--- src/scit_pkg.sv ---
package scit_pkg;

	// ----------------------------------------------------------------
	// Clock and cycle accounting
	// ----------------------------------------------------------------
	localparam int CLK_PERIOD_NS = 5;
	localparam int CLKS_PER_CYCLE = 1;

	// ----------------------------------------------------------------
	// Instruction lengths in program bytes
	// ----------------------------------------------------------------
	localparam logic [1:0] LEN_1 = 2'h1;
	localparam logic [1:0] LEN_2 = 2'h2;
	localparam logic [1:0] LEN_3 = 2'h3;

	// ----------------------------------------------------------------
	// Execution times in core cycles
	// ----------------------------------------------------------------
	localparam logic [3:0] CYC_1 = 4'h1;
	localparam logic [3:0] CYC_2 = 4'h2;
	localparam logic [3:0] CYC_3 = 4'h3;
	localparam logic [3:0] CYC_4 = 4'h4;
	localparam logic [3:0] CYC_9 = 4'h9;
	localparam logic [3:0] XDATA_BASE_CYC = 4'h4;
	localparam logic [2:0] WAIT_MAX = 3'h7;
	localparam logic [3:0] CYC_MAX = 4'hB;

	// ----------------------------------------------------------------
	// Reset values
	// ----------------------------------------------------------------
	localparam logic RST_FETCH_REQ = 1'b1;
	localparam logic [7:0] RST_BYTE = 8'h00;
	localparam logic [1:0] RST_LEN = 2'h0;
	localparam logic [3:0] RST_CYC = 4'h0;

	typedef enum logic {SCIT_S_OPC, SCIT_S_RUN} scit_state_t;

endpackage : scit_pkg

--- src/scit_dec.sv ---
`timescale 1ns/100ps
module scit_dec
	import scit_pkg::*;
(
	input wire logic [7:0] opcode,
	output logic [1:0] len,
	output logic [3:0] cyc,
	output logic ext
);

	// ----------------------------------------------------------------
	// Opcode class table: {external data move, bytes, cycles}
	// ----------------------------------------------------------------
	function automatic logic [6:0] scit_class(input logic [7:0] op);
		logic [6:0] r;
		r = {1'b0, LEN_1, CYC_1};
		casez (op)
			// Accumulator arithmetic and logic on a working register. [RULE1]
			8'b0010_1???, 8'b0011_1???, 8'b1001_1???,
			8'b0100_1???, 8'b0101_1???, 8'b0110_1???: r = {1'b0, LEN_1, CYC_1};
			// Same operations through a pointer register. [RULE2]
			8'b0010_011?, 8'b0011_011?, 8'b1001_011?,
			8'b0100_011?, 8'b0101_011?, 8'b0110_011?: r = {1'b0, LEN_1, CYC_2};
			// Direct or immediate operand, logic into direct. [RULE3] [RULE4]
			8'h24, 8'h25, 8'h34, 8'h35, 8'h94, 8'h95,
			8'h44, 8'h45, 8'h54, 8'h55, 8'h64, 8'h65,
			8'h42, 8'h52, 8'h62: r = {1'b0, LEN_2, CYC_2};
			8'h43, 8'h53, 8'h63: r = {1'b0, LEN_3, CYC_3};
			// Increment and decrement.
			8'h04, 8'h14, 8'b0000_1???, 8'b0001_1???: r = {1'b0, LEN_1, CYC_1};
			8'b0000_011?, 8'b0001_011?: r = {1'b0, LEN_1, CYC_2};
			8'h05, 8'h15: r = {1'b0, LEN_2, CYC_2};
			8'hA3: r = {1'b0, LEN_1, CYC_3};
			8'h90: r = {1'b0, LEN_3, CYC_3}; // [RULE5]
			8'hA4: r = {1'b0, LEN_1, CYC_4};
			8'h84: r = {1'b0, LEN_1, CYC_9};
			8'hD4: r = {1'b0, LEN_1, CYC_2};
			// Accumulator rotate, swap, clear and complement. [RULE6]
			8'h03, 8'h13, 8'h23, 8'h33, 8'hC4, 8'hE4, 8'hF4: r = {1'b0, LEN_1, CYC_1};
			// Moves and exchanges with a working register. [RULE7]
			8'b1110_1???, 8'b1111_1???, 8'b1100_1???: r = {1'b0, LEN_1, CYC_1};
			// Indirect internal memory moves and exchanges. [RULE8] [RULE13]
			8'hE6, 8'hE7, 8'hF6, 8'hF7, 8'hC6, 8'hC7, 8'hD6, 8'hD7: r = {1'b0, LEN_1, CYC_2};
			8'h74, 8'h76, 8'h77, 8'b0111_1???, 8'h86, 8'h87, 8'b1000_1???,
			8'hA6, 8'hA7, 8'b1010_1???, 8'hE5, 8'hF5, 8'hC5: r = {1'b0, LEN_2, CYC_2};
			8'h75, 8'h85: r = {1'b0, LEN_3, CYC_3}; // [RULE9]
			8'h83, 8'h93: r = {1'b0, LEN_1, CYC_4}; // [RULE10]
			// External data moves; wait states are added by the sequencer.
			8'hE0, 8'hE2, 8'hE3, 8'hF0, 8'hF2, 8'hF3: r = {1'b1, LEN_1, XDATA_BASE_CYC};
			8'hC0, 8'hD0: r = {1'b0, LEN_2, CYC_2}; // [RULE12]
			// Boolean operations. [RULE14]
			8'hC3, 8'hD3, 8'hB3: r = {1'b0, LEN_1, CYC_1};
			8'hC2, 8'hD2, 8'hB2, 8'h82, 8'hB0, 8'h72, 8'hA0, 8'hA2, 8'h92:
				r = {1'b0, LEN_2, CYC_2};
			// Branching.
			8'h73: r = {1'b0, LEN_1, CYC_3}; // [RULE15]
			8'h22, 8'h32: r = {1'b0, LEN_1, CYC_4};
			8'b???1_0001, 8'b???0_0001: r = {1'b0, LEN_2, CYC_3}; // [RULE16]
			8'h80, 8'h40, 8'h50, 8'h60, 8'h70, 8'b1101_1???: r = {1'b0, LEN_2, CYC_3};
			8'h02, 8'h12, 8'h20, 8'h30, 8'h10, 8'hB4, 8'hB5, 8'hB6, 8'hB7,
			8'b1011_1???, 8'hD5: r = {1'b0, LEN_3, CYC_4};
			default: r = {1'b0, LEN_1, CYC_1};
		endcase
		return r;
	endfunction : scit_class

	wire logic [6:0] cls;

	assign cls = scit_class(opcode);
	assign ext = cls[6];
	assign len = cls[5:4];
	assign cyc = cls[3:0];

endmodule : scit_dec

--- src/scit_core.sv ---
// What this block does
// (RULE1) Accumulator operations on a working register: one byte, one cycle.
// (RULE2) Accumulator operations through a pointer register: one byte, two cycles.
// (RULE3) Accumulator operations, direct or immediate operand: two bytes, two cycles.
// (RULE4) AND, OR, XOR of immediate into direct byte: three bytes, three cycles.
// (RULE5) Load data pointer: three bytes, three cycles; increment: one byte, three.
// (RULE6) Rotate, swap, clear, complement of accumulator: one byte, one cycle.
// (RULE7) Accumulator and working register move or exchange: one byte, one cycle.
// (RULE8) Accumulator and indirect internal memory moves: one byte, two cycles.
// (RULE9) Direct to direct or immediate to direct: three bytes, three cycles.
// (RULE10) Code byte read via accumulator plus pointer: one byte, four cycles.
// (RULE11) External data transfers by either pointer: one byte, four cycles.
// (RULE12) Stack push and pop of a direct byte: two bytes, two cycles.
// (RULE13) Low nibble exchange with indirect memory: one byte, two cycles.
// (RULE14) Direct bit clear, set, complement, carry logic, moves: two bytes, two.
// (RULE15) Jump to accumulator plus data pointer: one byte, three cycles.
// (RULE16) Short absolute call and jump: two bytes, three cycles.
// (RULE17) Every counted cycle is exactly one core clock period.
// (RULE18) External data transfers take four cycles plus the wait count.
// (RULE19) The external wait count ranges from zero to seven.
// (RULE20) All bytes fetched before completion; next opcode held until done.
`timescale 1ns/100ps
module scit_core
	import scit_pkg::*;
(
	input wire logic ref_clk,
	input wire logic rst,
	input wire logic code_valid,
	input wire logic [7:0] code_byte,
	input wire logic [2:0] external_wait_count,
	output logic fetch_req,
	output logic insn_done,
	output logic insn_busy,
	output logic [7:0] insn_opcode,
	output logic [7:0] insn_operand1,
	output logic [7:0] insn_operand2,
	output logic [1:0] insn_len,
	output logic [3:0] insn_cycles,
	output logic insn_ext
);

	// ----------------------------------------------------------------
	// State
	// ----------------------------------------------------------------
	scit_state_t state_r;
	scit_state_t state_nxt;
	logic fetch_req_r;
	logic insn_done_r;
	logic insn_busy_r;
	logic [7:0] opc_r;
	logic [7:0] op1_r;
	logic [7:0] op2_r;
	logic [1:0] len_r;
	logic [1:0] bytes_r;
	logic [3:0] total_r;
	logic [3:0] cyc_r;
	logic ext_r;
	logic [7:0] insn_opcode_r;
	logic [7:0] insn_operand1_r;
	logic [7:0] insn_operand2_r;
	logic [1:0] insn_len_r;
	logic [3:0] insn_cycles_r;
	logic insn_ext_r;

	// ----------------------------------------------------------------
	// Opcode decode
	// ----------------------------------------------------------------
	wire logic [1:0] dec_len;
	wire logic [3:0] dec_cyc;
	wire logic dec_ext;

	scit_dec u_dec (
		.opcode(code_byte),
		.len(dec_len),
		.cyc(dec_cyc),
		.ext(dec_ext)
	);

	// ----------------------------------------------------------------
	// Sequencing
	// ----------------------------------------------------------------
	wire logic take;
	wire logic opc_take;
	wire logic byte_take;
	wire logic running;
	wire logic [3:0] wait_cyc;
	wire logic [3:0] dec_total;
	wire logic [1:0] len_cur;
	wire logic [3:0] tot_cur;
	wire logic [7:0] opc_cur;
	wire logic ext_cur;
	wire logic [1:0] bytes_nxt;
	wire logic [3:0] cyc_nxt;
	wire logic fin;
	wire logic fetch_req_nxt;
	wire logic [7:0] op1_nxt;
	wire logic [7:0] op2_nxt;

	assign take = fetch_req_r & code_valid;
	assign running = (state_r == SCIT_S_RUN);
	assign opc_take = take & ~running;
	assign byte_take = take & running;
	// Only three bits of wait count exist, so the limit of seven is structural.
	assign wait_cyc = {1'b0, external_wait_count}; // [RULE19]
	assign dec_total = dec_ext ? 4'(XDATA_BASE_CYC + wait_cyc) : dec_cyc; // [RULE18]
	assign len_cur = opc_take ? dec_len : len_r;
	assign tot_cur = opc_take ? dec_total : total_r;
	assign opc_cur = opc_take ? code_byte : opc_r;
	assign ext_cur = opc_take ? dec_ext : ext_r;
	assign bytes_nxt = opc_take ? LEN_1 : 2'(bytes_r + {1'b0, byte_take});
	// One core clock advances the cycle count by exactly one.
	assign cyc_nxt = opc_take ? CYC_1 : 4'(cyc_r + CYC_1); // [RULE17]
	// Completion waits for both the cycle budget and the last operand byte.
	assign fin = (opc_take | running) & (cyc_nxt >= tot_cur)
		& (bytes_nxt == len_cur); // [RULE20]
	assign state_nxt = fin ? SCIT_S_OPC : (opc_take ? SCIT_S_RUN : state_r);
	// Fetch stops once all bytes are in, holding off the next opcode.
	assign fetch_req_nxt = (state_nxt == SCIT_S_OPC)
		| (bytes_nxt < len_cur); // [RULE20]
	assign op1_nxt = opc_take ? RST_BYTE
		: ((byte_take && bytes_r == LEN_1) ? code_byte : op1_r);
	assign op2_nxt = opc_take ? RST_BYTE
		: ((byte_take && bytes_r == LEN_2) ? code_byte : op2_r);

	// ----------------------------------------------------------------
	// Sequencer registers
	// ----------------------------------------------------------------
	always_ff @(posedge ref_clk or posedge rst) begin
		if (rst) begin
			state_r <= SCIT_S_OPC;
			fetch_req_r <= RST_FETCH_REQ;
			opc_r <= RST_BYTE;
			op1_r <= RST_BYTE;
			op2_r <= RST_BYTE;
			len_r <= RST_LEN;
			bytes_r <= RST_LEN;
			total_r <= RST_CYC;
			cyc_r <= RST_CYC;
			ext_r <= 1'b0;
		end else begin
			state_r <= state_nxt;
			fetch_req_r <= fetch_req_nxt;
			opc_r <= opc_cur;
			op1_r <= op1_nxt;
			op2_r <= op2_nxt;
			len_r <= len_cur;
			bytes_r <= bytes_nxt;
			total_r <= tot_cur; // [RULE1] [RULE10] [RULE11] [RULE16]
			cyc_r <= cyc_nxt;
			ext_r <= ext_cur;
		end
	end

	// ----------------------------------------------------------------
	// Completion report
	// ----------------------------------------------------------------
	always_ff @(posedge ref_clk or posedge rst) begin
		if (rst) begin
			insn_done_r <= 1'b0;
			insn_busy_r <= 1'b0;
			insn_opcode_r <= RST_BYTE;
			insn_operand1_r <= RST_BYTE;
			insn_operand2_r <= RST_BYTE;
			insn_len_r <= RST_LEN;
			insn_cycles_r <= RST_CYC;
			insn_ext_r <= 1'b0;
		end else begin
			insn_done_r <= fin;
			insn_busy_r <= (state_nxt == SCIT_S_RUN);
			if (fin) begin
				insn_opcode_r <= opc_cur;
				insn_operand1_r <= op1_nxt;
				insn_operand2_r <= op2_nxt;
				insn_len_r <= len_cur;
				insn_cycles_r <= tot_cur;
				insn_ext_r <= ext_cur;
			end
		end
	end

	assign fetch_req = fetch_req_r;
	assign insn_done = insn_done_r;
	assign insn_busy = insn_busy_r;
	assign insn_opcode = insn_opcode_r;
	assign insn_operand1 = insn_operand1_r;
	assign insn_operand2 = insn_operand2_r;
	assign insn_len = insn_len_r;
	assign insn_cycles = insn_cycles_r;
	assign insn_ext = insn_ext_r;

	// ----------------------------------------------------------------
	// Checks
	// ----------------------------------------------------------------
	// Clocks from opcode acceptance, and whether any operand byte stalled.
	logic [3:0] chk_elapsed_r;
	logic chk_stall_r;

	always_ff @(posedge ref_clk or posedge rst) begin
		if (rst) begin
			chk_elapsed_r <= RST_CYC;
			chk_stall_r <= 1'b0;
		end else begin
			chk_elapsed_r <= cyc_nxt;
			chk_stall_r <= opc_take ? 1'b0
				: (chk_stall_r | (fetch_req_r & ~code_valid));
		end
	end

	a_wreg_alu_one: assert property ( // [RULE1]
		@(posedge ref_clk) disable iff (rst)
		opc_take && (code_byte[7:3] == 5'b00101 || code_byte[7:3] == 5'b10011)
		|=> insn_done && insn_len == LEN_1 && insn_cycles == CYC_1)
		else $error("working register arithmetic not one byte one cycle");

	a_ptr_alu_two: assert property ( // [RULE2]
		@(posedge ref_clk) disable iff (rst)
		opc_take && code_byte[7:1] == 7'b0101_011
		|=> !insn_done ##1 insn_done && insn_cycles == CYC_2)
		else $error("indirect logic operation not two cycles");

	a_imm_alu_two: assert property ( // [RULE3]
		@(posedge ref_clk) disable iff (rst)
		insn_done && (insn_opcode == 8'h24 || insn_opcode == 8'h65)
		|-> insn_len == LEN_2 && insn_cycles == CYC_2)
		else $error("direct or immediate operation not two bytes two cycles");

	a_imm_logic_three: assert property ( // [RULE4]
		@(posedge ref_clk) disable iff (rst)
		insn_done && (insn_opcode == 8'h43 || insn_opcode == 8'h53
		|| insn_opcode == 8'h63)
		|-> insn_len == LEN_3 && insn_cycles == CYC_3)
		else $error("immediate into direct byte not three bytes three cycles");

	a_dptr_inc_three: assert property ( // [RULE5]
		@(posedge ref_clk) disable iff (rst)
		opc_take && code_byte == 8'hA3
		|=> !insn_done [*2] ##1 insn_done && insn_len == LEN_1)
		else $error("data pointer increment not three cycles");

	a_acc_rot_one: assert property ( // [RULE6]
		@(posedge ref_clk) disable iff (rst)
		opc_take && (code_byte == 8'hC4 || code_byte == 8'h33)
		|=> insn_done && insn_cycles == CYC_1 && fetch_req)
		else $error("accumulator rotate or swap not single cycle");

	a_xch_wreg_one: assert property ( // [RULE7]
		@(posedge ref_clk) disable iff (rst)
		opc_take && code_byte[7:3] == 5'b11001
		|=> insn_done && insn_opcode == $past(code_byte))
		else $error("register exchange not single cycle");

	a_ind_mov_two: assert property ( // [RULE8]
		@(posedge ref_clk) disable iff (rst)
		insn_done && insn_opcode[7:1] == 7'b1111_011
		|-> insn_cycles == CYC_2 && insn_len == LEN_1)
		else $error("indirect store not one byte two cycles");

	a_dir_dir_three: assert property ( // [RULE9]
		@(posedge ref_clk) disable iff (rst)
		insn_done && (insn_opcode == 8'h85 || insn_opcode == 8'h75)
		|-> insn_len == LEN_3 && insn_cycles == CYC_3)
		else $error("direct copy not three bytes three cycles");

	a_code_move_four: assert property ( // [RULE10]
		@(posedge ref_clk) disable iff (rst)
		opc_take && (code_byte == 8'h83 || code_byte == 8'h93)
		|=> !insn_done [*3] ##1 insn_done && insn_cycles == CYC_4)
		else $error("code byte move not four cycles");

	a_xdata_wait_time: assert property ( // [RULE11] [RULE18]
		@(posedge ref_clk) disable iff (rst)
		opc_take && code_byte == 8'hE0
		|=> insn_busy ##1 insn_busy ##1 insn_busy
		##0 (total_r == 4'(XDATA_BASE_CYC
		+ {1'b0, $past(external_wait_count, 3)})))
		else $error("external transfer time not four plus wait count");

	a_stack_two: assert property ( // [RULE12]
		@(posedge ref_clk) disable iff (rst)
		insn_done && (insn_opcode == 8'hC0 || insn_opcode == 8'hD0)
		|-> insn_len == LEN_2 && insn_cycles == CYC_2)
		else $error("push or pop not two bytes two cycles");

	a_nibble_xch_two: assert property ( // [RULE13]
		@(posedge ref_clk) disable iff (rst)
		opc_take && code_byte[7:1] == 7'b1101_011
		|=> !insn_done ##1 insn_done && insn_len == LEN_1)
		else $error("low nibble exchange not two cycles");

	a_bit_op_two: assert property ( // [RULE14]
		@(posedge ref_clk) disable iff (rst)
		insn_done && (insn_opcode == 8'hB2 || insn_opcode == 8'hB0
		|| insn_opcode == 8'h92)
		|-> insn_len == LEN_2 && insn_cycles == CYC_2)
		else $error("direct bit operation not two bytes two cycles");

	a_jmp_ind_three: assert property ( // [RULE15]
		@(posedge ref_clk) disable iff (rst)
		opc_take && code_byte == 8'h73
		|=> !insn_done [*2] ##1 insn_done)
		else $error("indirect jump not three cycles");

	a_abs_call_three: assert property ( // [RULE16]
		@(posedge ref_clk) disable iff (rst)
		insn_done && insn_opcode[4:0] == 5'b10001
		|-> insn_len == LEN_2 && insn_cycles == CYC_3)
		else $error("absolute call not two bytes three cycles");

	a_cycle_one_clock: assert property ( // [RULE17]
		@(posedge ref_clk) disable iff (rst)
		insn_done && !chk_stall_r |-> chk_elapsed_r == insn_cycles)
		else $error("cycle count differs from clocks elapsed");

	a_wait_range: assert property ( // [RULE19]
		@(posedge ref_clk) disable iff (rst)
		insn_done |-> insn_cycles <= CYC_MAX)
		else $error("instruction time beyond eleven cycles");

	a_fetch_hold: assert property ( // [RULE20]
		@(posedge ref_clk) disable iff (rst)
		running && bytes_r == len_r |-> !fetch_req)
		else $error("fetch requested after all bytes taken");

	a_all_bytes: assert property ( // [RULE20]
		@(posedge ref_clk) disable iff (rst)
		insn_done |-> $past(bytes_nxt) == insn_len)
		else $error("instruction finished before all bytes fetched");

endmodule : scit_core

--- config.mk ---
export PLATFORM = sky130hd
export DESIGN_NAME = scit_core
export DESIGN_NICKNAME = d
export VERILOG_FILES = /design/src/scit_pkg.sv /design/src/scit_dec.sv /design/src/scit_core.sv
export SDC_FILE = /design/constraint.sdc
export NUM_CORES = 1
export LEC_CHECK = 0
export ABC_CLOCK_PERIOD_IN_PS = 3200
export BUFFER_PORTS_ARGS = -buffer_cell sky130_fd_sc_hd__buf_4
export CAP_MARGIN = 5
export CELL_PAD_IN_SITES_DETAIL_PLACEMENT = 0
export CELL_PAD_IN_SITES_GLOBAL_PLACEMENT = 1
export CORE_ASPECT_RATIO = 0.7
export CORE_MARGIN = 2
export CORE_UTILIZATION = 29
export CTS_CLUSTER_SIZE = 12
export DETAILED_ROUTE_END_ITERATION = 8
export PLACE_DENSITY = 0.59
export SETUP_SLACK_MARGIN = 0.1
export SLEW_MARGIN = 30
export SYNTH_ARGS = -nofsm -noshare
export SYNTH_HDL_FRONTEND = slang
export SYNTH_SLANG_ARGS = --single-unit
--- constraint.sdc ---
create_clock -name ref_clk -period 3.2 [get_ports ref_clk]
set_clock_uncertainty 0.05 [all_clocks]
set_input_delay 0.48 -clock ref_clk [delete_from_list [all_inputs] [get_ports ref_clk]]
set_output_delay 0.48 -clock ref_clk [all_outputs]
set_load 0.05 [all_outputs]
==> qor.csv, run 1 <==
stage;metric;value;unit
sta;final setup violation count;33;
power_and_ir_drop;clock network power share;18.4;%
routing;Vias;3147;
power_and_ir_drop;sequential share of power;25.6;%
routing;Initial DRC Count;148;
finish;highest-count cells in the layout ignoring fill and taps;buf_4, dfrtp_1, nor2_1;
synth;post-synthesis cell type count;67;
sta;fin crit share;108;%
outcome;status;complete, but fails checks;
worst_setup_path;WP data arrival;3630;ps
finish;share of cells above drive strength 1;47.6;%
worst_setup_path;CP Class;input port to register;
global_routing;largest net degree at the start of global routing;41;
power_and_ir_drop;maximum vdd drop;650;uV
clock_tree;htree depth;3;
power_and_ir_drop;Int Power;3.32;mW
floorplan;die height;99.2;um
place;Place WS;-659;ps
synth;Synth Register Bits;71;
finish;fill count;1224;
sta;WHS;192;ps
sta;Setup TNS Final;-7190;ps
run;max cap viols;0;
clock_tree;CTS Buf Count;9;
place;Final Wtd Congestion;0.840;
floorplan;I/O pin cnt;48;
power_and_ir_drop;Leakage Power;2.57;nW
routing;Avg WL per Cell;16.7;um
worst_setup_path;reg2reg start;fetch_req$_DFF_PP1_;
worst_setup_path;Worst R2R Setup Slack;-50;ps
floorplan;Die Width;140;um
floorplan;row count;34;
synth;mean post-synth cell area;10.6;um^2
routing;vias per cell;4.86;
clock_tree;clock root buffer;clkbuf_16;
global_routing;grt total ovfl;0;
sta;unrepaired setup endpoints after global routing;true;
routing;total iterations of the first detailed-routing run;4;
synth;post-synthesis sequential area ratio;47.4;%
sta;FMAX;0.289;GHz
clock_tree;clock latency on the worst-skew pair;340;ps
finish;final core utilization;44.6;%
clock_tree;clock sink total;71;
sta;Final Hold Fails;0;
synth;Post-synth EDFFs;0;
worst_hold_path;HP Class;input port to asynchronous set/reset pin;
sta;minimum clock period;3460;ps
finish;commonest non-fill, non-tap cell in the layout;buf_4;
worst_setup_path;CP Capture Point;insn_operand2[0]$_DFFE_PP0P_;
place;DPL Wire Length;7.29;mm
synth;syn nets;377;
worst_setup_path;Req. time, crit path;3370;ps
sta;Final WS setup;-262;ps
synth;Cells after Synth;355;
synth;Yosys warnings;0;
routing;final WL;10.8;mm
worst_setup_path;worst r2r dst;insn_operand2[0]$_DFFE_PP0P_;
global_routing;first-pass GRT wire length;17.8;mm
worst_setup_path;crit-path max FO;11;
worst_setup_path;critical path startpoint;code_byte[1];
synth;Async SR Flop Fraction;100;%
synth;ys flop type;dfrtp_1;
place;I/O Buffers;47;
clock_tree;CTS tree;yes;
power_and_ir_drop;Gate power share;56.0;%
finish;Nets;502;
finish;Antenna Diode Count;0;
power_and_ir_drop;PwrDens;1000;nW/um^2
sta;Slew Limit Fails;0;
synth;Post-Syn Area;3750;um^2
floorplan;core area;12500;um^2
sta;Worst-Margin Slew;722;ps
floorplan;die area;13900;um^2
power_and_ir_drop;sw frac;40.6;%
worst_setup_path;worst reg2reg path depth;14;
clock_tree;clock-pin slew on the worst setup and hold paths;60;ps
global_routing;initial antenna violation count;0;
outcome;failing checks;negative setup slack;
worst_setup_path;type of destination of the critical path;register;
sta;Slew HR;51.8;%
global_routing;vias in the first global route;3343;
floorplan;Initial Util;30.0;%
routing;Antenna Nets Post-Route;0;
clock_tree;hold_buf cts;0;
routing;DRC viols;0;
finish;Layout area overhead;48.7;%
power_and_ir_drop;Switch Pwr;2.27;mW
clock_tree;clock buffer depth;2;
global_routing;GRT Util Overall;16.4;%
worst_setup_path;Setup crit start kind;input port;
worst min-delay path by stage:
stage	start	end	slack [ps]	cells past startpoint
4_1_cts	rst	opc_r[7]$_DFF_PP0_	310	2
6_report	rst	opc_r[7]$_DFF_PP0_	190	2
3_3_place_gp	opc_r[7]$_DFF_PP0_	opc_r[7]$_DFF_PP0_	400	2
3_5_place_dp	opc_r[0]$_DFF_PP0_	opc_r[0]$_DFF_PP0_	410	2
2_1_floorplan	opc_r[5]$_DFF_PP0_	opc_r[5]$_DFF_PP0_	390	2
5_1_grt	rst	opc_r[7]$_DFF_PP0_	260	2
sequential cells by signal, indices dropped and copies added, names as in the netlist, 8 cells and up:
| name | cells |
|---|---|
| op1_r | 8 |
| insn_opcode | 8 |
| op2_r | 8 |
| insn_operand2 | 8 |
| insn_operand1 | 8 |
| opc_r | 8 |
power by group through the flow:
stage | Clock (mW) | Sequential (mW) | Combinational (mW)
floorplan | 0 | 1.93 | 1.32
global placement | 0 | 1.44 | 2.64
detailed placement | 0 | 1.44 | 2.68
CTS | 1.06 | 1.44 | 3.02
global route | 1.10 | 1.48 | 3.40
finish | 1.03 | 1.43 | 3.13
cell usage after synthesis, drive strengths merged, types with 4 or more instances:
cell type	number	area [um^2]
dfrtp	70	1750
nor2	38	143
nand2	36	135
mux2	25	282
mux2i	16	160
buf	15	101
o21ai	15	75.1
clkbuf	11	41.3
a21oi	9	45.0
inv	9	33.8
ha	8	100
nor3	7	40.0
nand2b	5	31.3
nor2b	5	31.3
nor3b	5	37.5
nor4b	5	65.1
a21o	4	30.0
nand3	4	20.0
nor4	4	25.0
stage by stage:
stage | cell area [um^2] | total power, mW | cells
floorplan | 3820 | 3.25 | 355
global placement | 4790 | 4.08 | 617
detailed placement | 4790 | 4.12 | 617
CTS | 5450 | 5.52 | 646
global route | 5580 | 5.97 | 647
finish | 5580 | 5.59 | 647
cells by family (layout without fill, tap and decap cells):
kind of cell / Yosys count / count (layout) / share of synthesized area, %
AOI/OAI and AO/OA: 58 / 58 / 11.8
adders and majority gates: 8 / 8 / 2.67
and+or+nand+nor: 137 / 137 / 20.4
buffers and inverters: 35 / 165 / 4.70
muxes: 41 / 41 / 11.8
xor gates and xnor gates: 5 / 5 / 1.17
DFF: 71 / 71 / 47.4
layer usage:
layer  track usage, %  up-vias  wire [um]
li1                 -     1526          -
met1             23.9     1544       5450
met2             24.7       66       4730
met3             4.00       11        530
met4             3.85        0        104
met5                0        -          0
worst max-delay path, cell delays in order:
cell and delay, ps:
buf_6 140, buf_6 140, nor2b_1 240, a32oi_1 150, nor3_1 360, and4bb_1 250, or3b_4 240, a21oi_2 50
ha_1 270, nand2b_4 130, a21o_1 170, a21o_1 170, a21o_1 200, nand2_2 110, inv_6 70, buf_12 150
mux2_4 290
layout make-up:
type / count / area (um^2) / area share [%]
tap: 162 / 203 / 3.63
sequential: 71 / 1780 / 31.9
clock inverter: 7 / 80.1 / 1.44
inverter: 9 / 40.0 / 0.718
timing repair buffer: 140 / 1250 / 22.4
multi-input combinational: 249 / 2000 / 35.9
clock buffer: 9 / 225 / 4.04
repair_timing:
item | CTS | global route
setup buffers | 10 | 1
resized for setup | 39 | 29
endpoints found under the setup margin | 34 | 34
cloned | 4 | 0
pin swaps | 13 | 4
Power figures use the tool's default switching activity.
==> run 2: changes to the inputs <==
--- a/config.mk
+++ b/config.mk
@@ -6,7 +6,6 @@
 export NUM_CORES = 1
 export LEC_CHECK = 0
 export ABC_CLOCK_PERIOD_IN_PS = 3200
-export BUFFER_PORTS_ARGS = -buffer_cell sky130_fd_sc_hd__buf_4
 export CAP_MARGIN = 5
 export CELL_PAD_IN_SITES_DETAIL_PLACEMENT = 0
 export CELL_PAD_IN_SITES_GLOBAL_PLACEMENT = 1
@@ -15,9 +14,11 @@
 export CORE_UTILIZATION = 29
 export CTS_CLUSTER_SIZE = 12
 export DETAILED_ROUTE_END_ITERATION = 8
-export PLACE_DENSITY = 0.59
+export DONT_BUFFER_PORTS = 1
+export PLACE_DENSITY = 0.54
 export SETUP_SLACK_MARGIN = 0.1
 export SLEW_MARGIN = 30
 export SYNTH_ARGS = -nofsm -noshare
 export SYNTH_HDL_FRONTEND = slang
+export SYNTH_HIERARCHICAL = 1
 export SYNTH_SLANG_ARGS = --single-unit
==> qor.csv, run 2 <==
stage;metric;value;unit
worst_setup_path;Req. time, crit path;3350;ps
floorplan;core area;12600;um^2
global_routing;initial antenna violation count;0;
synth;syn nets;356;
power_and_ir_drop;maximum vdd drop;474;uV
outcome;status;finished clean;
routing;Initial DRC Count;159;
finish;Layout area overhead;13.3;%
worst_setup_path;type of destination of the critical path;register;
worst_setup_path;critical-path cell list;nand2b_1 -> buf_4 -> buf_4 -> nor3_1 -> nor3_1 -> and4_1 -> mux2i_1 -> o21ai_1 -> ha_1 -> nor2_1 -> a21oi_1 -> o31a_2 -> buf_12 -> mux2_4;
global_routing;first-pass GRT wire length;14.4;mm
power_and_ir_drop;PwrDens;1100;nW/um^2
floorplan;die area;14100;um^2
finish;Sequential cell area;1780;um^2
synth;top-area cell type share of the netlist area;46.1;%
finish;final std cells w/o fill;512;
sta;FMAX;0.339;GHz
worst_setup_path;crit-path leading delay family;simple AND/OR/NAND/NOR gates;
synth;mean post-synth cell area;11.4;um^2
clock_tree;clock latency on the worst-skew pair;320;ps
synth;post-synthesis cell type count;56;
finish;highest-count cells in the layout ignoring fill and taps;dfrtp_1, nand2_1, mux2_4;
floorplan;Initial Util;30.2;%
global_routing;grt total ovfl;0;
floorplan;row count;34;
power_and_ir_drop;Leakage Power;1.89;nW
clock_tree;clock buffer depth;2;
floorplan;Die Width;141;um
routing;vias per cell;4.86;
finish;Nets;367;
finish;Antenna Diode Count;0;
routing;Vias;2486;
worst_setup_path;WP data arrival;3110;ps
synth;Post-synth EDFFs;0;
place;Final Wtd Congestion;0.801;
synth;cell with the most instances after synthesis;dfrtp_1;
sta;Final Hold Fails;0;
global_routing;GRT Util Overall;13.1;%
floorplan;die height;99.8;um
synth;Yosys warnings;6;
sta;Slew HR;47.9;%
worst_setup_path;slowest CP cell;o31a_2;
synth;Async SR Flop Fraction;100;%
routing;Avg WL per Cell;17.1;um
clock_tree;CTS tree;yes;
worst_setup_path;CP Class;input port to register;
global_routing;vias in the first global route;2587;
routing;total iterations of the first detailed-routing run;4;
sta;unrepaired setup endpoints after global routing;false;
clock_tree;CTS Buf Count;9;
sta;final setup violation count;0;
finish;fill count;1290;
place;placed cells;493;
synth;most frequent cells after synthesis;dfrtp_1, mux2_4, nand2_1, nand3_1, o21ai_2;
worst_setup_path;crit-path max FO;20;
worst_setup_path;CP bufs+invs;3;
global_routing;largest net degree at the start of global routing;47;
synth;dominant cell type by area after synthesis;dfrtp_1;
synth;Cells after Synth;334;
sta;minimum clock period;2950;ps
synth;post-synthesis sequential area ratio;46.8;%
sta;Final WS setup;248;ps
clock_tree;clock sink total;71;
worst_setup_path;CP max stage delay;340;ps
routing;final WL;8.75;mm
place;DPL Wire Length;6.00;mm
finish;Multi-input gate area;1790;um^2
sta;Slew Limit Fails;0;
floorplan;I/O pin cnt;48;
clock_tree;clock root buffer;clkbuf_16;
sta;fin crit share;92.3;%
clock_tree;clock-pin slew on the worst setup and hold paths;50;ps
clock_tree;htree depth;3;
clock_tree;hold_buf cts;0;
routing;DRC viols;0;
synth;Post-Syn Area;3800;um^2
worst_setup_path;Setup crit start kind;input port;
place;I/O Buffers;0;
place;Place WS;-88.4;ps
routing;Antenna Nets Post-Route;0;
finish;commonest non-fill, non-tap cell in the layout;dfrtp_1;
run;max cap viols;0;
sta;Worst-Margin Slew;780;ps
synth;Synth Register Bits;71;
synth;top cells by area, synth;dfrtp_1, mux2_4, mux2_2;
worst_hold_path;HP Class;input port to asynchronous set/reset pin;
synth;ys flop type;dfrtp_1;
finish;share of cells above drive strength 1;32.0;%
==> run 2: repair_timing <==
action | CTS | global route
gates resized for setup | 0 | 1
buffers inserted | 0 | 3
endpoints found under the hold margin | 0 | 0
endpoints found under the setup margin | 0 | 27
==> run 2: metal layers <==
layer	vias up	wire length [um]	global-route usage, %
li1	1207	-	-
met1	1227	4610	19.3
met2	48	3560	18.2
met3	4	536	5.15
met4	0	36	2.62
met5	-	0	0
==> run 2: area by class of cell <==
type | instances | area share, %
well taps | 162 | 4.71
clock inverters | 3 | 0.407
clock buffers | 13 | 6.04
flip-flops and latches | 71 | 41.3
multi-input cells | 223 | 41.4
repair buffers | 27 | 5.00
inverters | 13 | 1.13
==> run 2: path summary, 6_finish.rpt <==
kind	from	endpoint	slack, ps	cells after the start
worst max-delay path	code_byte[6]	insn_opcode[4]$_DFFE_PP0P_	250	14
worst min-delay path	rst	insn_operand1[4]$_DFFE_PP0P_	60	2
worst max register to register	fetch_req$_DFF_PP1_	insn_operand1[2]$_DFFE_PP0P_	420	11
worst min register to register	opc_r[7]$_DFF_PP0_	opc_r[7]$_DFF_PP0_	450	1
max in group asynchronous	rst	opc_r[5]$_DFF_PP0_	2530	2
min in group ref_clk	code_byte[2]	op2_r[2]$_DFF_PP0_	270	2
==> run 2: power breakdown <==
part	internal [mW]	switching, mW	leakage, nW
Sequential	1.25	0.678	0.905
Clock	0.565	0.367	0.136
Combinational	1.00	0.877	0.851
Total	2.82	1.92	1.89
==> run 2: cell families after synthesis <==
family          Yosys count  synth area share [%]
compound gates           59                  11.4
xor+xnor                  4                 0.922
fa+ha+maj                 8                  2.63
buf+inv                  40                  7.01
flops                    71                  46.8
mux                      46                  16.4
simple gates            106                  14.9
==> run 2: worst reg2reg max path: stages (launching register included) <==
cell and delay, ps:
dfstp_2 530, buf_4 210, and3_1 250, ha_1 180, xnor2_1 120, nor2_1 70
ha_1 300, o211ai_1 90, nor2_1 90, o31a_2 220, buf_12 210, mux2_2 350
==> run 2: stage by stage <==
step | hold WS, ps | util, % | area [um^2] | TNS, ps | power (mW)
final | 57.8 | 34.2 | 4310 | 0 | 4.74
after global routing | 84.9 | 34.2 | 4310 | 0 | 5.07
after CTS | 69.3 | 34.0 | 4280 | 0 | 4.80
after detailed placement | 413 | 31.8 | 4000 | -2260 | 3.83
after global placement | 414 | 31.8 | 4000 | -2650 | 3.82
after floorplan | 403 | - | 3830 | 0 | 3.56
